$ cat src/pkg/mic_cfg.svh
`ifndef MIC_CFG_SVH
`define MIC_CFG_SVH

// ----------------------------------------------------------------
// Sizes
// ----------------------------------------------------------------
`define NUM_SRC      16
`define NUM_NMI      2
`define VEC_W        8
`define REG_W        8
`define ADDR_W       8
`define DATA_W       32
`define IDX_W        6
`define IDX_LSB      2

// ----------------------------------------------------------------
// Register indices, byte address is index times four
// ----------------------------------------------------------------
`define IDX_STATUS   6'h00
`define IDX_RR_VEC   6'h01
`define IDX_CTRL     6'h02

// ----------------------------------------------------------------
// Field positions
// ----------------------------------------------------------------
`define ST_NMI_EX    7
`define ST_HI_EX     2
`define ST_MED_EX    1
`define ST_LO_EX     0
`define CT_RR_EN     7
`define CT_VEC_SEL   6
`define CT_HI_EN     2
`define CT_MED_EN    1
`define CT_LO_EN     0

// ----------------------------------------------------------------
// Reset values
// ----------------------------------------------------------------
`define STATUS_RST   8'h00
`define RR_VEC_RST   8'h00
`define CTRL_RST     8'h00
`define VEC_RST      8'h00
`define RDATA_RST    32'h0000_0000
`define RD_PAD       24'h00_0000

`endif

$ cat src/pkg/mic_pkg.sv
`default_nettype none
package mic_pkg;
	// Request level, in its two-bit encoding order
	typedef enum logic [1:0] {
		LVL_OFF,
		LVL_LO,
		LVL_MED,
		LVL_HI
	} level_e;
	// Vector number
	typedef logic [7:0] vec_t;
endpackage
`default_nettype wire

$ cat src/core/prio_pick.sv
`timescale 1ns/100ps
`default_nettype none
// ----------------------------------------------------------------
// Priority picker: lowest index wins, optional rotation past last
// ----------------------------------------------------------------
module prio_pick #(
	parameter int N = 16
) (
	input  wire logic [N-1:0] req_i,     // Pending requests
	input  wire logic         rr_en_i,   // Rotate after last winner
	input  wire logic [7:0]   last_i,    // Last winner, lowest rank
	output logic              found_o,   // Any request pending
	output logic [7:0]        idx_o      // Winning index
);
	logic       hit_up;   // Request above last winner
	logic [7:0] up_idx;   // Lowest index above last
	logic [7:0] all_idx;  // Lowest index overall

	// Scan downward so the lowest index is kept
	always_comb begin
		hit_up  = 1'b0;
		up_idx  = 8'h00;
		all_idx = 8'h00;
		for (int i = N - 1; i >= 0; i--) begin
			if (req_i[i]) begin
				all_idx = 8'(i);
			end
			if (req_i[i] && (8'(i) > last_i)) begin
				up_idx = 8'(i);
				hit_up = 1'b1;
			end
		end
		found_o = |req_i;
		// Wrap to the bottom when nothing lies above last
		idx_o   = (rr_en_i && hit_up) ? up_idx : all_idx;
	end
endmodule
`default_nettype wire

$ cat src/core/multilevel_irq_controller.sv
`timescale 1ns/100ps
`default_nettype none
`include "mic_cfg.svh"
module multilevel_irq_controller (
	input  wire logic                   ref_clk_i,             // System clock
	input  wire logic                   sys_rst_i,             // Async reset, high
	input  wire logic                   psel_i,                // APB select
	input  wire logic                   penable_i,             // APB enable
	input  wire logic                   pwrite_i,              // APB direction
	input  wire logic [`ADDR_W-1:0]     paddr_i,               // APB address
	input  wire logic [`DATA_W-1:0]     pwdata_i,              // APB write data
	input  wire logic [3:0]             pstrb_i,               // APB byte strobes
	output logic [`DATA_W-1:0]          prdata_o,              // APB read data
	output logic                        pready_o,              // APB ready
	output logic                        pslverr_o,             // APB error
	input  wire logic [`NUM_SRC-1:0]    src_req_i,             // Peripheral requests
	input  wire logic [2*`NUM_SRC-1:0]  src_level_i,           // Two bits per source
	input  wire logic [`NUM_NMI-1:0]    nmi_req_i,             // Non-maskable requests
	input  wire logic                   global_enable_i,       // Core global enable
	input  wire logic                   ccp_unlock_i,          // Protection unlocked
	input  wire logic                   irq_ack_i,             // Core takes vector
	input  wire logic                   return_from_handler_i, // Core return pulse
	output logic                        irq_valid_o,           // Vector offered
	output logic [`VEC_W-1:0]           irq_vector_o,          // Offered vector
	output logic [1:0]                  irq_level_o,           // Offered level
	output logic                        irq_nmi_o,             // Offered is NMI
	output logic                        vector_table_select_o  // Boot table chosen
);
	// ----------------------------------------------------------------
	// Declarations
	// ----------------------------------------------------------------
	logic [`REG_W-1:0]  status_q, status_d;   // Executing flags
	logic [`REG_W-1:0]  rr_vec_q, rr_vec_d;   // Last low winner
	logic [`REG_W-1:0]  ctrl_q, ctrl_d;       // Enables and selects
	logic               valid_q, valid_d;     // Offer pending
	logic [`VEC_W-1:0]  vec_q, vec_d;         // Offered vector
	mic_pkg::level_e    lvl_q, lvl_d;         // Offered level
	logic               nmi_q, nmi_d;         // Offered NMI
	logic [`DATA_W-1:0] rdata_q, rdata_d;     // Read data
	logic               err_q, err_d;         // Error answer
	logic [`NUM_SRC-1:0] hi_req, med_req, lo_req; // Requests by level
	logic [`NUM_SRC-1:0] hi_pend, med_pend, lo_pend; // Enabled requests
	logic               nmi_fnd, hi_fnd, med_fnd, lo_fnd; // Picker hits
	logic [7:0]         nmi_idx, hi_idx, med_idx, lo_idx; // Picker winners
	logic               nmi_ok, hi_ok, med_ok, lo_ok; // Allowed to offer
	logic               took;                 // Offer acknowledged
	logic               setup;                // APB setup cycle
	logic               wr;                   // APB write takes effect
	logic [`IDX_W-1:0]  idx;                  // Register index
	logic               mapped;               // Address hits a register
	logic [`REG_W-1:0]  rd_byte;              // Selected register

	// ----------------------------------------------------------------
	// Request decode
	// ----------------------------------------------------------------
	// Split requests by their level
	always_comb begin
		for (int i = 0; i < `NUM_SRC; i++) begin
			hi_req[i]  = src_req_i[i] && (src_level_i[2*i +: 2] == 2'(mic_pkg::LVL_HI));
			med_req[i] = src_req_i[i] && (src_level_i[2*i +: 2] == 2'(mic_pkg::LVL_MED));
			lo_req[i]  = src_req_i[i] && (src_level_i[2*i +: 2] == 2'(mic_pkg::LVL_LO));
		end
	end

	assign hi_pend  = hi_req & {`NUM_SRC{ctrl_q[`CT_HI_EN]}};
	assign med_pend = med_req & {`NUM_SRC{ctrl_q[`CT_MED_EN]}};
	assign lo_pend  = lo_req & {`NUM_SRC{ctrl_q[`CT_LO_EN]}};

	// ----------------------------------------------------------------
	// Arbitration
	// ----------------------------------------------------------------
	// NMI uses static order
	prio_pick #(.N(`NUM_NMI)) u_nmi_pick (
		.req_i   (nmi_req_i),
		.rr_en_i (1'b0),
		.last_i  (8'h00),
		.found_o (nmi_fnd),
		.idx_o   (nmi_idx)
	);
	prio_pick #(.N(`NUM_SRC)) u_hi_pick (
		.req_i   (hi_pend),
		.rr_en_i (1'b0),
		.last_i  (8'h00),
		.found_o (hi_fnd),
		.idx_o   (hi_idx)
	);
	prio_pick #(.N(`NUM_SRC)) u_med_pick (
		.req_i   (med_pend),
		.rr_en_i (1'b0),
		.last_i  (8'h00),
		.found_o (med_fnd),
		.idx_o   (med_idx)
	);
	prio_pick #(.N(`NUM_SRC)) u_lo_pick (
		.req_i   (lo_pend),
		.rr_en_i (ctrl_q[`CT_RR_EN]),
		.last_i  (rr_vec_q),
		.found_o (lo_fnd),
		.idx_o   (lo_idx)
	);

	// offer only above the running level
	always_comb begin
		nmi_ok = nmi_fnd && !status_q[`ST_NMI_EX];
		hi_ok  = hi_fnd && global_enable_i && !status_q[`ST_NMI_EX]
			&& !status_q[`ST_HI_EX];
		med_ok = med_fnd && global_enable_i && !status_q[`ST_NMI_EX]
			&& !status_q[`ST_HI_EX] && !status_q[`ST_MED_EX];
		lo_ok  = lo_fnd && global_enable_i && !status_q[`ST_NMI_EX]
			&& !status_q[`ST_HI_EX] && !status_q[`ST_MED_EX]
			&& !status_q[`ST_LO_EX];
	end

	assign took = irq_ack_i && valid_q;

	// Next offer, withdrawn for one cycle after an acknowledge
	always_comb begin
		valid_d = 1'b0;
		vec_d   = vec_q;
		lvl_d   = lvl_q;
		nmi_d   = 1'b0;
		if (!took) begin
			if (nmi_ok) begin
				valid_d = 1'b1;
				vec_d   = nmi_idx;
				lvl_d   = mic_pkg::LVL_HI;
				nmi_d   = 1'b1;
			end else if (hi_ok) begin
				valid_d = 1'b1;
				vec_d   = hi_idx;
				lvl_d   = mic_pkg::LVL_HI;
			end else if (med_ok) begin
				valid_d = 1'b1;
				vec_d   = med_idx;
				lvl_d   = mic_pkg::LVL_MED;
			end else if (lo_ok) begin
				valid_d = 1'b1;
				vec_d   = lo_idx;
				lvl_d   = mic_pkg::LVL_LO;
			end
		end
	end

	// Offer registers
	always_ff @(posedge ref_clk_i or posedge sys_rst_i) begin
		if (sys_rst_i) begin
			valid_q <= 1'b0;
			vec_q   <= `VEC_RST;
			lvl_q   <= mic_pkg::LVL_OFF;
			nmi_q   <= 1'b0;
		end else begin
			valid_q <= valid_d;
			vec_q   <= vec_d;
			lvl_q   <= lvl_d;
			nmi_q   <= nmi_d;
		end
	end

	assign irq_valid_o  = valid_q;
	assign irq_vector_o = vec_q;
	assign irq_level_o  = 2'(lvl_q);
	assign irq_nmi_o    = nmi_q;

	// ----------------------------------------------------------------
	// APB slave and registers
	// ----------------------------------------------------------------
	assign idx    = paddr_i[`ADDR_W-1:`IDX_LSB];
	assign mapped = (paddr_i[`IDX_LSB-1:0] == 2'h0) && ((idx == `IDX_STATUS)
		|| (idx == `IDX_RR_VEC) || (idx == `IDX_CTRL));
	assign setup  = psel_i && !penable_i;
	assign wr     = psel_i && penable_i && pwrite_i && !err_q && pstrb_i[0];

	// Read mux, reserved bits read as zero
	always_comb begin
		unique case (idx)
			`IDX_STATUS: rd_byte = status_q;
			`IDX_RR_VEC: rd_byte = rr_vec_q;
			`IDX_CTRL:   rd_byte = ctrl_q;
			default:     rd_byte = 8'h00;
		endcase
	end

	// Register next values
	always_comb begin
		status_d = status_q;
		rr_vec_d = rr_vec_q;
		ctrl_d   = ctrl_q;
		rdata_d  = rdata_q;
		err_d    = err_q;
		// Answer prepared in setup, shown in access
		if (setup) begin
			rdata_d = {`RD_PAD, (mapped ? rd_byte : 8'h00)};
			err_d   = !mapped;
		end
		if (wr && (idx == `IDX_CTRL)) begin
			ctrl_d[`CT_RR_EN]  = pwdata_i[`CT_RR_EN];
			ctrl_d[`CT_HI_EN]  = pwdata_i[`CT_HI_EN];
			ctrl_d[`CT_MED_EN] = pwdata_i[`CT_MED_EN];
			ctrl_d[`CT_LO_EN]  = pwdata_i[`CT_LO_EN];
			if (ccp_unlock_i) begin
				ctrl_d[`CT_VEC_SEL] = pwdata_i[`CT_VEC_SEL];
			end
		end
		if (wr && (idx == `IDX_RR_VEC)) begin
			rr_vec_d = pwdata_i[`REG_W-1:0];
		end
		// return clears the highest active flag
		if (return_from_handler_i) begin
			if (status_q[`ST_NMI_EX]) begin
				status_d[`ST_NMI_EX] = 1'b0;
			end else if (status_q[`ST_HI_EX]) begin
				status_d[`ST_HI_EX] = 1'b0;
			end else if (status_q[`ST_MED_EX]) begin
				status_d[`ST_MED_EX] = 1'b0;
			end else begin
				status_d[`ST_LO_EX] = 1'b0;
			end
		end
		// Acknowledge sets a flag, winning over a clear
		if (took) begin
			if (nmi_q) begin
				status_d[`ST_NMI_EX] = 1'b1;
			end else if (lvl_q == mic_pkg::LVL_HI) begin
				status_d[`ST_HI_EX] = 1'b1;
			end else if (lvl_q == mic_pkg::LVL_MED) begin
				status_d[`ST_MED_EX] = 1'b1;
			end else begin
				status_d[`ST_LO_EX] = 1'b1;
				if (ctrl_q[`CT_RR_EN]) begin
					rr_vec_d = vec_q;
				end
			end
		end
	end

	// Register storage
	always_ff @(posedge ref_clk_i or posedge sys_rst_i) begin
		if (sys_rst_i) begin
			status_q <= `STATUS_RST;
			rr_vec_q <= `RR_VEC_RST;
			ctrl_q   <= `CTRL_RST;
			rdata_q  <= `RDATA_RST;
			err_q    <= 1'b0;
		end else begin
			status_q <= status_d;
			rr_vec_q <= rr_vec_d;
			ctrl_q   <= ctrl_d;
			rdata_q  <= rdata_d;
			err_q    <= err_d;
		end
	end

	assign prdata_o  = rdata_q;
	assign pready_o  = 1'b1;
	assign pslverr_o = psel_i && penable_i && err_q;
	assign vector_table_select_o = ctrl_q[`CT_VEC_SEL];
endmodule
`default_nettype wire

$ cat config.mk
export PLATFORM = sky130hd
export DESIGN_NAME = multilevel_irq_controller
export DESIGN_NICKNAME = d
export VERILOG_FILES = /design/src/pkg/mic_pkg.sv /design/src/core/prio_pick.sv /design/src/core/multilevel_irq_controller.sv
export VERILOG_INCLUDE_DIRS = /design/src /design/src/pkg
export SDC_FILE = /design/constraint.sdc
export NUM_CORES = 1
export LEC_CHECK = 0
export CAP_MARGIN = 15
export CORE_MARGIN = 3
export CORE_UTILIZATION = 48
export DETAILED_ROUTE_END_ITERATION = 16
export DONT_BUFFER_PORTS = 1
export HOLD_SLACK_MARGIN = 0.1
export PLACE_DENSITY = 0.64
export REMOVE_ABC_BUFFERS = 1
export SYNTH_ARGS = -nofsm -noshare
export SYNTH_HDL_FRONTEND = slang
export SYNTH_HIERARCHICAL = 1
export SYNTH_SLANG_ARGS = --single-unit
$ cat constraint.sdc
create_clock -name ref_clk_i -period 3.8 [get_ports ref_clk_i]
set_input_delay 0.38 -clock ref_clk_i [delete_from_list [all_inputs] [get_ports ref_clk_i]]
set_output_delay 0.38 -clock ref_clk_i [all_outputs]
set_load 0.1 [all_outputs]
==> results.yml <==
layout:
  fill_cells: 955
  post-route-util: 0.5269
  multi_input_area_mm2: 0.003687
  area_growth_pct: 3.840
  seq_area_um2: 950.9
  final_cell_mix: "conb_1 (111), nand2_1 (54), a21oi_1 (49)"
  final_cells: 792
  final_nets: 765
  final_common_cell: "conb_1"
  antenna_cells: 0
  drive_gt1_frac: 0.07541
route:
  viasPerCell: 5.994
  firstDrtPassIters: 5
  drtIter0Drc: 355
  num_vias: 4747
  routedWlPerCell_um: 18.21
  ant_nets: 0
  drc: 0
  drt_wl_total_mm: 14.42
worst_setup_path:
  r2r-end: "irq_vector_o[5]"
  path_buf_inv: 0
  critical_path_depth: 10
  rr_startpoint: "ctrl_q[1]"
  worstPathRequired_ns: 3.96
  path_cells: "and4b_1 > or2_2 > nor3_1 > and3_1 > nand4_1 > nor2b_1 > o21bai_2 > a31oi_4 > o21ai_1 > o22ai_1"
  crit_arrival_ns: 3.43
  start_kind: "flip-flop"
  slowest_delay_ns: 0.57
  crit_path_end_kind: "flip-flop"
  cp_slowest_cell: "dfrtp_1"
  worstPathMaxFanout: 19
  path_delay_family: "simple AND/OR/NAND/NOR gates"
  reg2regPathDepth: 10
  ff2ff_setup_slack_ns: 0.53
  cp-startpoint: "ctrl_q[1]"
  crit_type: "flip-flop to flip-flop"
  critPathCapture: "irq_vector_o[5]"
yosys:
  async_reset_ff_frac: 1.000
  synth-edff-count: 0
  synth_area_mm2: 0.004822
  ys_warn_count: 6
  ys_types: 66
  synth-seq-cells: 38
  seq_area_frac_synth: 0.1972
  syn_area_per_cell_um2: 7.866
  synth_flop_cell: "dfrtp_1"
  synthCells: 613
timing:
  worst_slack_ns: 0.5300
  finalCritPeriodShare: 0.8605
  rsz0062_at_grt: "false"
  period_needed_ns: 3.270
  setup-violations-final: 0
  tns_ns: 0
  drv_slew: 0
  hold_ws_ns: 0.1006
  fmax_mhz: 305.8
  slew_headroom: 0.3218
  skew_ns: 0.004383
  finalHoldViolations: 0
  tightest_slew_ns: 1.017
floorplanning:
  core_mm2: 0.009503
  die_h_um: 106.2
  die_w_um: 106.2
  ios: 150
  floorplan.initialDensity: 0.5074
  fp.dieArea_mm2: 0.01128
  num_rows: 35
grt:
  grt.total_usage: 0.2488
  grt_max_degree: 39
  grt_overflow_total: 0
  grt_pass1_vias: 4392
  antenna_found_initial: 0
  grt_pass1_wl_mm: 22.78
clock_tree:
  cts_resized: 0
  clock_sinks: 38
  root_buffer: "clkbuf_8"
  clk_latency_ns: 0.28
  post_cts_buffers: 0
  cts-htree-levels: 2
  clock_path_buffers: 2
  clkSlewWorstSetupHoldPaths_ns: 0.07
  holdBufCountCts: 0
  tritoncts: "built"
  numCtsBuffers: 5
placement:
  finalWeightedCongestion: 0.9832
  dp_slack_ns: 0.6095
  port_buffers: 0
  hpwl_mm: 11.63
  placed_cells_incl_taps: 784
power_and_ir_drop:
  cell_internal_pwr_uw: 662.7
  ir_drop_v: 0.0002681
  combPwrFrac: 0.224
  seqPwrFrac: 0.572
  cellLeakagePower_uw: 0.002177
  pwr-share-clk: 0.204
  power.density_mw_per_mm2: 278.8
  power_switching_uw: 733.4
  p_sw_frac: 0.5253
status:
  status: "finished clean"
job:
  cap_viol_max_count: 0
worst_hold_path:
  hold_path.class: "input pin to asynchronous set/reset pin"
worst min path at each step:
stage | cells after the start | end | slack, ns | from
after floorplan | 1 | status_q[7] | 0.46 | return_from_handler_i
after CTS | 2 | rr_vec_q[2] | 0.11 | sys_rst_i
after global placement | 2 | rr_vec_q[3] | 0.41 | sys_rst_i
after global routing | 2 | irq_level_o[1] | 0.12 | sys_rst_i
final | 2 | status_q[2] | 0.10 | sys_rst_i
after detailed placement | 2 | rr_vec_q[3] | 0.42 | sys_rst_i
area by class of cell:
type / count / area share
clock buffers: 7 / 0.01724
clock inverters: 1 / 0.0009995
inverters: 25 / 0.01874
multi-input cells: 589 / 0.7364
flip-flops and latches: 38 / 0.1899
well taps: 129 / 0.03223
repair buffers: 3 / 0.004498
cells by family after synthesis:
family | after synthesis | synth area share
other | 6 | 0.004670
multiplexers | 20 | 0.04359
buffers and inverters | 91 | 0.1199
AND/OR/NAND/NOR | 233 | 0.3080
AO/OA/AOI/OAI | 225 | 0.3267
flip-flops | 38 | 0.1972
per-stage QoR:
| step | total power [µW] | instance area, µm² |
|---|---|---|
| 2_1_floorplan | 1050 | 4732 |
| 3_3_place_gp | 1105 | 4916 |
| 3_5_place_dp | 1112 | 4916 |
| 4_1_cts | 1395 | 5007 |
| 5_1_grt | 1456 | 5007 |
| 6_report | 1396 | 5007 |
worst reg2reg max path: cells and delay by family, from the launching register on:
kind | cells | cell delay (ns)
and+or+nand+nor | 6 | 1.57
DFF | 1 | 0.57
AOI/OAI and AO/OA | 4 | 1.00
per-layer routing:
layer  up-vias  global-route usage  part of all wire
met5         -                   0                 0
met4         0             0.03700            0.0071
met3        12             0.04068             0.071
met2       211              0.4163              0.47
met1      2221              0.3442              0.45
li1       2303                   -                 -
cell usage after synthesis (10+ instances only):
cell type,n,share of area
o21a_1,10,0.016
and4b_1,32,0.066
o21ai_0,29,0.030
and4_1,16,0.029
nand2_1,54,0.042
o21ai_1,14,0.015
nor2_1,48,0.037
a21oi_1,49,0.051
a31oi_1,18,0.023
o31ai_1,10,0.016
buf_4,47,0.073
o211ai_1,12,0.019
mux2i_1,12,0.025
nor2b_1,16,0.021
inv_1,25,0.019
dfrtp_1,38,0.20
nand3_1,11,0.011
state kept, by name, indices dropped and copies added, names as in the netlist:
name and cells:
irq_valid_o 1, irq_level_o 2, irq_vector_o 8, status_q 4, err_q 1, prdata_o 8
ctrl_q 5, rr_vec_q 8, irq_nmi_o 1
power by group through the flow:
stage	Combinational [µW]	Clock (µW)	Sequential (µW)
detailed placement	303	0	809
global placement	298	0	807
floorplan	274	0	776
CTS	304	290	801
finish	312	285	799
global route	342	309	805
Power figures use the tool's default switching activity.
